### src/tbi_defs.svh
// Constants for the trace buffer identification register.
// Assumes inclusion by bare name from the package and modules.
`ifndef TBI_DEFS_SVH
`define TBI_DEFS_SVH
`define TBI_WIDTH 64
`define TBI_FLAG_BIT 5
`define TBI_BLOCK_BIT 4
`define TBI_ALIGN_LSB 0
`define TBI_ALIGN_MSB 3
`define TBI_ALIGN_MAX 4'hb
`define TBI_OWNER_EL2_ONLY 2'h0
`define TBI_EL0 2'h0
`define TBI_EL1 2'h1
`define TBI_EL2 2'h2
`define TBI_EL3 2'h3
`endif

### src/tbi_pkg.sv
// Types for the trace buffer identification register.
// Assumes tbi_defs.svh is on the include path.
`default_nettype none
`include "tbi_defs.svh"
package tbi_pkg;
    typedef enum logic [1:0] {TBI_SEC_SECURE, TBI_SEC_NONSECURE, TBI_SEC_REALM, TBI_SEC_RSVD} tbi_sec_type;
    typedef struct packed {
        logic [1:0] el;
        tbi_sec_type state;
    } tbi_ctx_type;
    typedef struct packed {
        logic owner_select;
        logic owner_extension;
        logic [1:0] el2_owner;
        logic sec_el2_enable;
    } tbi_ctl_type;
    typedef struct packed {
        logic has_feature;
        logic has_el3;
        logic has_el2;
        logic has_sec_el2;
        logic has_realm;
    } tbi_cfg_type;
    typedef struct packed {
        logic [`TBI_WIDTH-1:0] data;
        logic ack;
        logic undef;
    } tbi_state_type;
endpackage
`default_nettype wire

### src/tbi_block_calc.sv
// Combinational programming-blocked evaluation.
// Assumes stable context and controls from the same clock domain.
`default_nettype none
`include "tbi_defs.svh"
module tbi_block_calc
    import tbi_pkg::*;
(
    // Context and controls
    input wire tbi_ctx_type i_ctx,
    input wire tbi_ctl_type i_ctl,
    input wire tbi_cfg_type i_cfg,
    // Result
    output logic o_blocked
);
    tbi_sec_type owner;
    logic el1;
    logic el2;
    logic e2tb0;
    logic st_s;
    logic st_ns;
    logic st_r;
    always_comb
    begin
        if (i_cfg.has_realm && i_ctl.owner_extension && i_ctl.owner_select)
            owner = TBI_SEC_REALM;
        else if (i_ctl.owner_select)
            owner = TBI_SEC_NONSECURE;
        else
            owner = TBI_SEC_SECURE;
        el1 = (i_ctx.el == `TBI_EL1);
        el2 = (i_ctx.el == `TBI_EL2);
        e2tb0 = (i_ctl.el2_owner == `TBI_OWNER_EL2_ONLY);
        st_s = (i_ctx.state == TBI_SEC_SECURE);
        st_ns = (i_ctx.state == TBI_SEC_NONSECURE);
        st_r = (i_ctx.state == TBI_SEC_REALM);
        o_blocked = 1'b0;
        if (i_ctx.el == `TBI_EL3 || i_ctx.el == `TBI_EL0)
            o_blocked = 1'b0;
        else if (i_cfg.has_el3 && owner == TBI_SEC_SECURE)
            o_blocked = (st_ns && (el1 || el2)) || (i_cfg.has_realm && st_r && (el1 || el2))
                || (st_s && el1 && i_cfg.has_sec_el2 && i_ctl.sec_el2_enable && e2tb0);
        else if (i_cfg.has_el3 && owner == TBI_SEC_NONSECURE)
            o_blocked = (st_s && el1) || (st_s && el2 && i_cfg.has_sec_el2)
                || (st_ns && el1 && i_cfg.has_el2 && e2tb0)
                || (i_cfg.has_realm && st_r && (el1 || el2));
        else if (i_cfg.has_el3 && i_cfg.has_realm && owner == TBI_SEC_REALM)
            o_blocked = ((st_ns || st_s) && (el1 || el2)) || (st_r && el1 && e2tb0);
        else if (!i_cfg.has_el3 && i_cfg.has_el2 && e2tb0)
            o_blocked = el1;
    end
endmodule // tbi_block_calc
`default_nettype wire

### src/tbi_id_reg.sv
// Trace buffer identification register, read by system-register reads.
// Assumes read strobe and context come from core logic on i_core_clk.
//
// Contract
// - 64-bit register, undefined without the feature.
// - Flag field zero disables hardware flag management.
// - Flag field one follows owning regime controls.
// - No hardware access flag: missing flag faults.
// - No hardware dirty state: modifier ignored, may fault.
// - Flag field is read-only.
// - Blocked field reads zero at EL3.
// - Blocked one when owned elsewhere, else zero.
// - Secure owner blocking cases with EL3.
// - Non-secure owner blocking cases with EL3.
// - Realm owner blocking cases.
// - No EL3: EL1 blocked if control 0b00; else zero.
// - Alignment field bits 3:0, codes up to 2KB.
`default_nettype none
`include "tbi_defs.svh"
module tbi_id_reg
    import tbi_pkg::*;
#(
    parameter logic FLAG_UPDATES = 1'b1,
    parameter logic [3:0] ALIGN_CODE = 4'h3
)
(
    // Clock and reset
    input wire logic i_core_clk,
    input wire logic i_nrst,
    // Configuration and controls
    input wire tbi_cfg_type i_cfg,
    input wire tbi_ctl_type i_ctl,
    input wire tbi_ctx_type i_ctx,
    // Access
    input wire logic i_read,
    input wire logic i_write,
    // Answer
    output logic [`TBI_WIDTH-1:0] o_data,
    output logic o_ack,
    output logic o_undef
);
    tbi_state_type state;
    tbi_state_type next_state;
    logic blocked;
    logic [3:0] align_safe;

    // ------------------------------------------------
    // Read value
    // ------------------------------------------------
    tbi_block_calc u_calc (
        .i_ctx(i_ctx),
        .i_ctl(i_ctl),
        .i_cfg(i_cfg),
        .o_blocked(blocked)
    );

    assign align_safe = (ALIGN_CODE > `TBI_ALIGN_MAX) ? `TBI_ALIGN_MAX : ALIGN_CODE;

    always_comb
    begin
        next_state = state;
        next_state.ack = 1'b0;
        next_state.undef = 1'b0;
        if (i_read || i_write)
        begin
            if (!i_cfg.has_feature || i_ctx.el == `TBI_EL0 || i_write)
            begin
                next_state.undef = 1'b1;
                next_state.data = '0;
            end
            else
            begin
                next_state.ack = 1'b1;
                next_state.data = '0;
                next_state.data[`TBI_FLAG_BIT] = FLAG_UPDATES;
                next_state.data[`TBI_BLOCK_BIT] = blocked;
                next_state.data[`TBI_ALIGN_MSB:`TBI_ALIGN_LSB] = align_safe;
            end
        end
    end

    always_ff @(posedge i_core_clk or negedge i_nrst)
    begin
        if (!i_nrst)
            state <= '0;
        else
            state <= next_state;
    end

    assign o_data = state.data;
    assign o_ack = state.ack;
    assign o_undef = state.undef;

    // ------------------------------------------------
    // Checks
    // ------------------------------------------------
    a_el3_zero: assert property (@(posedge i_core_clk) disable iff (!i_nrst)
        (i_read && !i_write && i_ctx.el == `TBI_EL3 && i_cfg.has_feature) |=> o_ack && !o_data[`TBI_BLOCK_BIT])
        else $error("blocked bit set at EL3");
    a_upper_zero: assert property (@(posedge i_core_clk) disable iff (!i_nrst)
        o_ack |-> o_data[`TBI_WIDTH-1:6] == '0)
        else $error("reserved bits nonzero");
    a_no_feature: assert property (@(posedge i_core_clk) disable iff (!i_nrst)
        (i_read && !i_cfg.has_feature) |=> o_undef && !o_ack)
        else $error("read without feature not undefined");
    a_flag_const: assert property (@(posedge i_core_clk) disable iff (!i_nrst)
        o_ack |-> o_data[`TBI_FLAG_BIT] == FLAG_UPDATES)
        else $error("flag field changed");
    a_fresh_read: assert property (@(posedge i_core_clk) disable iff (!i_nrst)
        (i_read && !i_write && i_cfg.has_feature && i_ctx.el != `TBI_EL0)
        |=> o_ack && o_data[`TBI_BLOCK_BIT] == $past(blocked))
        else $error("blocked bit stale");
    a_write_ignored: assert property (@(posedge i_core_clk) disable iff (!i_nrst)
        i_write |=> !o_ack)
        else $error("write accepted");
    a_ns_blocked: assert property (@(posedge i_core_clk) disable iff (!i_nrst)
        (i_read && !i_write && i_cfg.has_feature && i_cfg.has_el3 && !i_ctl.owner_select
        && !i_ctl.owner_extension && i_ctx.state == TBI_SEC_NONSECURE && i_ctx.el == `TBI_EL1)
        |=> o_data[`TBI_BLOCK_BIT])
        else $error("non-secure EL1 not blocked");
    a_noel3_el1: assert property (@(posedge i_core_clk) disable iff (!i_nrst)
        (i_read && !i_write && i_cfg.has_feature && !i_cfg.has_el3 && i_cfg.has_el2
        && i_ctl.el2_owner == `TBI_OWNER_EL2_ONLY && i_ctx.el == `TBI_EL1) |=> o_data[`TBI_BLOCK_BIT])
        else $error("EL1 not blocked without EL3");

    // ------------------------------------------------
    // Check helpers
    // ------------------------------------------------
    logic chk_read;
    logic chk_el1;
    logic chk_el2;
    logic own_s;
    logic own_ns;
    logic own_r;

    assign chk_read = i_read && !i_write && i_cfg.has_feature && i_ctx.el != `TBI_EL0;
    assign chk_el1 = (i_ctx.el == `TBI_EL1);
    assign chk_el2 = (i_ctx.el == `TBI_EL2);
    assign own_r = i_cfg.has_realm && i_ctl.owner_extension && i_ctl.owner_select;
    assign own_ns = i_ctl.owner_select && !own_r;
    assign own_s = !i_ctl.owner_select;

    // ------------------------------------------------
    // Answer checks
    // ------------------------------------------------
    a_reset_quiet: assert property (@(posedge i_core_clk) disable iff (!i_nrst)
        $rose(i_nrst) |-> !o_ack && !o_undef && o_data == '0)
        else $error("outputs not clear after reset");

    a_idle_quiet: assert property (@(posedge i_core_clk) disable iff (!i_nrst)
        (!i_read && !i_write) |=> !o_ack && !o_undef && $stable(o_data))
        else $error("answer without access");

    a_el0_undef: assert property (@(posedge i_core_clk) disable iff (!i_nrst)
        (i_read && i_ctx.el == `TBI_EL0) |=> o_undef && !o_ack)
        else $error("read at EL0 not undefined");

    a_write_undef: assert property (@(posedge i_core_clk) disable iff (!i_nrst)
        i_write |=> o_undef && o_data == '0)
        else $error("write not refused");

    a_undef_clear: assert property (@(posedge i_core_clk) disable iff (!i_nrst)
        o_undef |-> !o_ack && o_data == '0)
        else $error("undefined answer carries data");

    a_ack_cause: assert property (@(posedge i_core_clk) disable iff (!i_nrst)
        o_ack |-> $past(chk_read))
        else $error("acknowledge without valid read");

    // ------------------------------------------------
    // Field checks
    // ------------------------------------------------
    a_align_range: assert property (@(posedge i_core_clk) disable iff (!i_nrst)
        o_ack |-> o_data[`TBI_ALIGN_MSB:`TBI_ALIGN_LSB] <= `TBI_ALIGN_MAX
        && (ALIGN_CODE > `TBI_ALIGN_MAX || o_data[`TBI_ALIGN_MSB:`TBI_ALIGN_LSB] == ALIGN_CODE))
        else $error("alignment code out of range");

    // ------------------------------------------------
    // Blocking checks
    // ------------------------------------------------
    a_s_realm_blk: assert property (@(posedge i_core_clk) disable iff (!i_nrst)
        (chk_read && i_cfg.has_el3 && own_s && i_cfg.has_realm && i_ctx.state == TBI_SEC_REALM
        && (chk_el1 || chk_el2)) |=> o_ack && o_data[`TBI_BLOCK_BIT])
        else $error("realm level not blocked under secure owner");

    a_s_sel1_blk: assert property (@(posedge i_core_clk) disable iff (!i_nrst)
        (chk_read && i_cfg.has_el3 && own_s && i_ctx.state == TBI_SEC_SECURE && chk_el1 && i_cfg.has_sec_el2
        && i_ctl.sec_el2_enable && i_ctl.el2_owner == `TBI_OWNER_EL2_ONLY) |=> o_ack && o_data[`TBI_BLOCK_BIT])
        else $error("secure EL1 not blocked under secure owner");

    a_ns_sec_blk: assert property (@(posedge i_core_clk) disable iff (!i_nrst)
        (chk_read && i_cfg.has_el3 && own_ns && i_ctx.state == TBI_SEC_SECURE
        && (chk_el1 || (chk_el2 && i_cfg.has_sec_el2))) |=> o_ack && o_data[`TBI_BLOCK_BIT])
        else $error("secure level not blocked under non-secure owner");

    a_ns_el1_blk: assert property (@(posedge i_core_clk) disable iff (!i_nrst)
        (chk_read && i_cfg.has_el3 && own_ns && i_ctx.state == TBI_SEC_NONSECURE && chk_el1 && i_cfg.has_el2
        && i_ctl.el2_owner == `TBI_OWNER_EL2_ONLY) |=> o_ack && o_data[`TBI_BLOCK_BIT])
        else $error("non-secure EL1 not blocked under non-secure owner");

    a_ns_realm_blk: assert property (@(posedge i_core_clk) disable iff (!i_nrst)
        (chk_read && i_cfg.has_el3 && own_ns && i_cfg.has_realm && i_ctx.state == TBI_SEC_REALM
        && (chk_el1 || chk_el2)) |=> o_ack && o_data[`TBI_BLOCK_BIT])
        else $error("realm level not blocked under non-secure owner");

    a_r_other_blk: assert property (@(posedge i_core_clk) disable iff (!i_nrst)
        (chk_read && i_cfg.has_el3 && own_r && (chk_el1 || chk_el2)
        && (i_ctx.state == TBI_SEC_SECURE || i_ctx.state == TBI_SEC_NONSECURE)) |=> o_ack && o_data[`TBI_BLOCK_BIT])
        else $error("other state not blocked under realm owner");

    a_r_el1_blk: assert property (@(posedge i_core_clk) disable iff (!i_nrst)
        (chk_read && i_cfg.has_el3 && own_r && i_ctx.state == TBI_SEC_REALM && chk_el1
        && i_ctl.el2_owner == `TBI_OWNER_EL2_ONLY) |=> o_ack && o_data[`TBI_BLOCK_BIT])
        else $error("realm EL1 not blocked under realm owner");

    a_owner_free: assert property (@(posedge i_core_clk) disable iff (!i_nrst)
        (chk_read && i_cfg.has_el3 && chk_el2 && ((own_s && i_ctx.state == TBI_SEC_SECURE)
        || (own_ns && i_ctx.state == TBI_SEC_NONSECURE) || (own_r && i_ctx.state == TBI_SEC_REALM)))
        |=> o_ack && !o_data[`TBI_BLOCK_BIT])
        else $error("owning EL2 blocked");

    a_noel3_free: assert property (@(posedge i_core_clk) disable iff (!i_nrst)
        (chk_read && !i_cfg.has_el3 && (chk_el2 || !i_cfg.has_el2 || i_ctl.el2_owner != `TBI_OWNER_EL2_ONLY))
        |=> o_ack && !o_data[`TBI_BLOCK_BIT])
        else $error("unlisted case blocked without EL3");
endmodule // tbi_id_reg
`default_nettype wire

### config.mk
export PLATFORM = sky130hd
export DESIGN_NAME = tbi_id_reg
export DESIGN_NICKNAME = d
export VERILOG_FILES = /design/src/tbi_pkg.sv /design/src/tbi_block_calc.sv /design/src/tbi_id_reg.sv
export VERILOG_INCLUDE_DIRS = /design/src
export SDC_FILE = /design/constraint.sdc
export NUM_CORES = 1
export LEC_CHECK = 0
export ABC_AREA = 1
export BUFFER_PORTS_ARGS = -buffer_cell sky130_fd_sc_hd__buf_2
export CORE_MARGIN = 2
export CORE_UTILIZATION = 38
export CTS_CLUSTER_DIAMETER = 30
export DETAILED_ROUTE_END_ITERATION = 8
export PLACE_DENSITY_LB_ADDON = 0.05
export SLEW_MARGIN = 0
export SYNTH_ARGS = -nofsm -noshare
export SYNTH_HDL_FRONTEND = slang
export SYNTH_SLANG_ARGS = --single-unit
export TNS_END_PERCENT = 1
### constraint.sdc
create_clock -name i_core_clk -period 1.25 [get_ports i_core_clk]
set_input_delay 0.125 -clock i_core_clk [delete_from_list [all_inputs] [get_ports i_core_clk]]
set_output_delay 0.125 -clock i_core_clk [all_outputs]
set_load 0.01 [all_outputs]
==> results of run 1 <==
synth_stat cells:
cell,n
buf_4,62
nand4_1,3
nand3b_1,1
dfrtp_1,4
o21ai_0,1
ha_1,3
inv_1,12
nand3_1,4
conb_1,1
nand2_1,21
nor2_1,11
layer usage:
metal	vias to the layer above	part of all wire, %	routed length [um]	GRT usage [%]
met4	0	0	0	6.757
met1	248	33	386	7.818
met3	0	14	165	1.786
li1	296	-	-	-
met5	-	0	0	0
met2	43	52	603	13.82
area by class of cell:
class | count | share of cell area (%)
Clock buffer | 3 | 2.961
Sequential cell | 4 | 13.16
Timing Repair Buffer | 24 | 16.45
Tap cell | 27 | 4.441
Inverter | 12 | 5.921
Multi-Input combinational cell | 104 | 57.07
worst min-delay path by stage:
stage | end | slack (ns) | cells past startpoint
after floorplan | o_ack | -0.17 | 0
after global placement | o_ack | -0.07 | 1
after detailed placement | o_undef | -0.07 | 1
after CTS | o_undef | 0.15 | 4
after global routing | o_undef | 0.18 | 4
final | o_undef | 0.15 | 4
worst reg2reg max path: cells and delay by family, from the launching register on:
| kind | cells | cell delay [ns] |
|---|---|---|
| and+or+nand+nor | 2 | 0.13 |
| DFF | 1 | 0.39 |
cell usage in the layout, fill, tap and decap left out:
master         count
nand4_1            3
clkbuf_4           3
nand3b_1           1
dlygate4sd3_1      1
buf_2             23
o21ai_0            1
inv_1             12
ha_1               3
nor2_1            11
dfrtp_1            4
nand3_1            4
conb_1            60
nand2_1           21
flip-flops by register name, indices dropped and copies added, names as in the netlist:
name     cells
o_ack        1
o_undef      1
o_data       2
per-stage QoR:
| step | util, % | area (um^2) |
|---|---|---|
| 6_report | 38.00 | 760.7 |
| 3_3_place_gp | 36.38 | 728.2 |
| 3_5_place_dp | 36.38 | 728.2 |
| 5_1_grt | 38.00 | 760.7 |
| 4_1_cts | 38.00 | 760.7 |
| 2_1_floorplan | - | 1045 |
where the power goes:
| part | leakage (nW) | internal [mW] | switching (mW) |
|---|---|---|---|
| sequential | 0.0520 | 0.136 | 0.00253 |
| clock | 0.0138 | 0.107 | 0.0487 |
| combinational | 0.485 | 0.0469 | 0.138 |
kinds of logic (layout without fill, tap and decap cells):
group / after synthesis / count (layout) / share of synthesized area [%]
fa+ha+maj: 3 / 3 / 4.560
other cells: 1 / 60 / 0.4555
compound gates: 1 / 1 / 0.6073
simple gates: 40 / 40 / 20.21
flops: 4 / 4 / 12.16
buf+inv: 74 / 39 / 62.01
repair_timing:
action	4_1_cts	5_1_grt
hold buffers	1	0
buffers inserted	0	0
endpoints found under the hold margin	4	0
==> run_results.csv, run 1 <==
group,metric,value,unit
critical_path,slowest_stage,"ha_1",
timing,whs,0.1476,ns
timing,max_freq,1115,MHz
clock_network,cts_resized,0,
run_status,outcome,"finished clean",
finish,drive_gt1_share,17.69,%
die,start_util,41.13,%
timing,setup_viol,0,
critical_path,required,1.37,ns
clock_network,insertion_delay,0.23,ns
pwr,total_leakage_power,0.5513,nW
pwr,finalPower,0.4796,mW
die,io_pins,84,
global_routing,grt_antenna_before_repair,0,
die,fp-row-count,16,
critical_path,reg2reg_slack,0.62,ns
die,dieArea,2555,um^2
critical_path,cp_max_fo,3,
finish,fin_cells,174,
pwr,peakVddDrop,0.2028,mV
timing,period_needed,0.8967,ns
timing,finalHoldViolCount,0,
global_routing,grt_overflow,0,
detailed_routing,wirelength,1155,um
critical_path,critPathCaptureType,"flop",
critical_path,crit_type,"input port to flop",
critical_path,worstPathArrival,1.02,ns
detailed_routing,wl_per_cell,6.638,um
detailed_routing,drtIter0Drc,3,
die,core,2002,um^2
critical_path,path_delay_family,"simple AND/OR/NAND/NOR gates",
synthesis,synthTopCellsByArea,"buf_4 (57%), dfrtp_1 (12%), nand2_1 (9.6%), inv_1 (5.5%), nor2_1 (5.0%)",
detailed_routing,via_per_inst,3.374,
global_routing,grt_pass1_vias,425,
synthesis,yosysWarnings,0,
finish,fill_cells,246,
placement,placedCellCount,170,
finish,insertedDiodeCount,0,
finish,multi_input_area,434.2,um^2
critical_path,worstSetupPathDepth,11,
synthesis,yosys.area.top_type_share,56.53,%
critical_path,startpoint,"i_ctx[2]",
critical_path,r2r_cells,2,
synthesis,synth_area_leader_cell,"buf_4",
synthesis,synth_area,823.3,um^2
synthesis,yosys.cell_types.count,11,
job,drv_cap,0,
critical_path,r2r-start,"o_data[1]",
timing,skew,0,ns
clock_network,clkTransAtPathRegs,0.04,ns
clock_network,htreeDepth,1,
placement,gp_congestion,0.7902,
timing,worst_slack,0.3533,ns
die,die_h,50.55,um
synthesis,netlist_instances,123,
critical_path,critPathMaxStageDelay,0.32,ns
pwr,power.density,630.5,nW/um^2
finish,finalNetCount,170,
global_routing,grt_pass1_wl,1518,um
synthesis,yosys_register_bits,4,
finish,layout-area-overhead-vs-synth,-7.599,%
global_routing,grt_max_degree,6,
die,die_w,50.55,um
finish,regArea,100.1,um^2
detailed_routing,drtPass1Iterations,2,
critical_path,critPathBufInv,3,
clock_network,cts_tree,"done",
placement,io_buffers,23,
clock_network,cts_buffers,3,
timing,rsz0062_at_grt,"no",
synthesis,ys_seq_area_share,12.16,%
critical_path,start_kind,"input port",
timing,period_share,71.74,%
clock_network,clockBufferDepth,2,
placement,dpl.hpwl,1051,um
critical_path,crit_chain,"buf_2 > inv_1 > ha_1 > nand2_1 > nand2_1 > inv_1 > nand2_1 > nand2_1 > nand2_1 > nand3_1 > nand2_1",
hold_path,hp-start,"i_cfg[4]",
timing,slew_viol_final,0,
synthesis,synth_area_per_cell,6.693,um^2
critical_path,r2r_end,"o_data[1]",
detailed_routing,drtAntennaViolNets,0,
placement,pre_cts_ws,0.09785,ns
detailed_routing,dr_total_vias,587,
global_routing,track_usage,7.908,%
detailed_routing,drcViolationCount,0,
hold_path,hold_path.class,"input port to flop",
clock_network,clkSinkCount,4,
critical_path,critPathCapture,"o_data[4]",
timing,setup_tns,0,ns
critical_path,cpMostUsedCell,"nand2_1",
clock_network,cts_root_buffer,"clkbuf_4",
Note: power is estimated with default switching activity, not from simulation.
==> run 2, diff against run 1 <==
- ABC_AREA: 1 -> 0
- CORE_UTILIZATION: 38 -> 35
- clock period: 1.25 -> 0.9 ns (I/O delays scaled with it)
==> run_results.csv, run 2 <==
group,metric,value,unit
timing,finalHoldViolCount,0,
critical_path,critPathBufInv,2,
die,die_w,51.61,um
synthesis,netlist_instances,98,
finish,insertedDiodeCount,0,
clock_network,cts_root_buffer,"clkbuf_4",
global_routing,track_usage,8.816,%
die,dieArea,2663,um^2
timing,slew_viol_final,0,
finish,final_core_util,42.85,%
detailed_routing,wl_met2,671,um
critical_path,crit_chain,"buf_2 > inv_1 > ha_1 > nor2b_4 > a21oi_2 > and3_1 > o32ai_2 > a22o_1",
detailed_routing,dr_total_vias,545,
finish,finalNetCount,156,
pwr,power.density,811.3,nW/um^2
finish,layout-area-overhead-vs-synth,17.19,%
critical_path,critPathMaxStageDelay,0.30,ns
synthesis,synth_simple_gate_area_share,10.88,%
detailed_routing,wl_met3,128,um
placement,placedCellCount,156,
clock_network,clkTransAtPathRegs,0.04,ns
synthesis,synth_top_family_by_area,"buffers and inverters",
synthesis,synth_mux_area_share,1.262,%
clock_network,clkSinkCount,4,
detailed_routing,drcViolationCount,0,
critical_path,worstPathArrival,1.39,ns
synthesis,synth_fa_ha_area_share,4.732,%
synthesis,synth_area,793.3,um^2
detailed_routing,wl_per_cell,7.702,um
global_routing,grt_max_degree,5,
clock_network,htreeDepth,1,
die,core,2170,um^2
hold_path,hold_path.class,"input port to flop",
global_routing,grt_pass1_wl,1738,um
die,die_h,51.61,um
synthesis,synthTopCellsByCount,"buf_4 (62), nand2_1 (5), a21oi_1 (4), dfrtp_1 (4)",
synthesis,async_reset_ff_share,100.0,%
placement,dpl.hpwl,1081,um
critical_path,crit_type,"input port to flop",
timing,setup_viol,1,
pwr,finalPower,0.7542,mW
synthesis,yosys.cell_types.count,20,
detailed_routing,drtPass1Iterations,4,
critical_path,path_delay_family,"compound AO/OA/AOI/OAI gates",
synthesis,synthTopCellsByArea,"buf_4 (59%), dfrtp_1 (13%), ha_1 (4.7%), a21oi_1 (2.5%), nand2_1 (2.4%)",
job,drv_cap,0,
placement,io_buffers,23,
synthesis,synth_compound_area_share,10.41,%
synthesis,yosys.area.top_type_share,58.68,%
finish,top_register,"o_data",
detailed_routing,wirelength,1240,um
synthesis,synth_most_common_cell,"buf_4",
synthesis,ys.flop_type,"dfrtp_1",
detailed_routing,topRoutingLayerUsed,"met4",
synthesis,synth_xor_area_share,0,%
finish,regArea,100.1,um^2
clock_network,insertion_delay,0.23,ns
finish,fin_cells,161,
finish,final_cell_mix,"conb_1 (60), buf_2 (22), buf_4 (11)",
synthesis,yosysWarnings,0,
die,io_pins,84,
die,fp-row-count,17,
synthesis,yosys_register_bits,4,
global_routing,grt_pass1_vias,425,
detailed_routing,wl_met1,421,um
clock_network,cts_tree,"done",
synthesis,ys_seq_area_share,12.62,%
timing,whs,0.1812,ns
die,start_util,36.56,%
critical_path,start_kind,"input port",
critical_path,slowest_stage,"ha_1",
timing,max_freq,820.3,MHz
synthesis,synth_area_per_cell,8.095,um^2
finish,multi_input_area,529.3,um^2
critical_path,cp_max_fo,2,
critical_path,critPathCaptureType,"flop",
global_routing,grt_antenna_before_repair,0,
placement,gp_congestion,0.6513,
detailed_routing,via_per_inst,3.385,
pwr,total_leakage_power,0.5433,nW
run_status,outcome,"finished with violations",
clock_network,clockBufferDepth,2,
synthesis,synth_area_leader_cell,"buf_4",
run_status,violations,"negative setup slack",
finish,layout_commonest_cell,"conb_1",
timing,worst_slack,-0.3191,ns
global_routing,grt_overflow,0,
timing,period_needed,1.219,ns
timing,rsz0062_at_grt,"yes",
finish,largest_reg_flops,2,
detailed_routing,drtAntennaViolNets,0,
timing,period_share,135.5,%
finish,fill_cells,235,
detailed_routing,drtIter0Drc,6,
critical_path,required,1.07,ns
clock_network,cts_buffers,3,
finish,drive_gt1_share,36.09,%
pwr,peakVddDrop,0.4070,mV
finish,fin_area,929.6,um^2
timing,skew,0,ns
synthesis,synth_edf_count,0,
placement,placed_area,815.8,um^2
run 2: per-stage QoR:
stage                     setup slack [ns]  setup TNS [ns]
after floorplan                    -0.4144         -0.4144
after global placement             -0.6804          -1.100
after detailed placement           -0.6755          -1.133
after CTS                          -0.3178         -0.3178
after global routing               -0.4034         -0.4034
final                              -0.3191         -0.3191
run 2: worst paths after layout:
kind,start,end,slack [ns],cells past startpoint
worst max-delay path,i_ctx[2],o_data[4],-0.32,8
worst min-delay path,i_read,o_undef,0.18,3
worst max register to register,o_data[4],o_data[4],0.22,1
worst min register to register,o_data[4],o_data[4],0.49,1
max in group asynchronous,i_nrst,o_data[4],0.60,2
min in group asynchronous,i_nrst,o_undef,0.19,2
run 2: cells by family after synthesis:
group                      Yosys count
buffers and inverters               64
and+or+nand+nor                     14
AOI/OAI and AO/OA                   11
DFF                                  4
adders and majority gates            3
muxes                                1
other                                1
run 2: routing by layer:
layer	vias to the layer above	GRT usage, %
met5	-	0
met4	0	6.579
met3	2	1.724
met2	38	15.81
met1	241	8.947
li1	264	-
run 2: power breakdown:
group          switching, mW  internal, mW
sequential           0.00308         0.189
combinational          0.218         0.127
clock                 0.0684         0.149
total                  0.289         0.465
run 2: final cells by class:
type | count | area share (%)
well taps | 28 | 3.769
multi-input cells | 89 | 56.93
clock buffers | 3 | 2.423
repair buffers | 35 | 23.96
inverters | 2 | 2.153
flip-flops and latches | 4 | 10.77
run 2: what timing repair did:
item	CTS	global route
hold buffers	1	0
pin swaps	8	3
hold endpoints to repair	4	0
setup endpoints to repair	2	2
buffers inserted	1	0
gates resized for setup	11	2
run 2: worst min-delay path: cells and delay by family:
kind	cells	cell delay [ns]
buffers and inverters	2	0.19
AO/OA/AOI/OAI	1	0.10
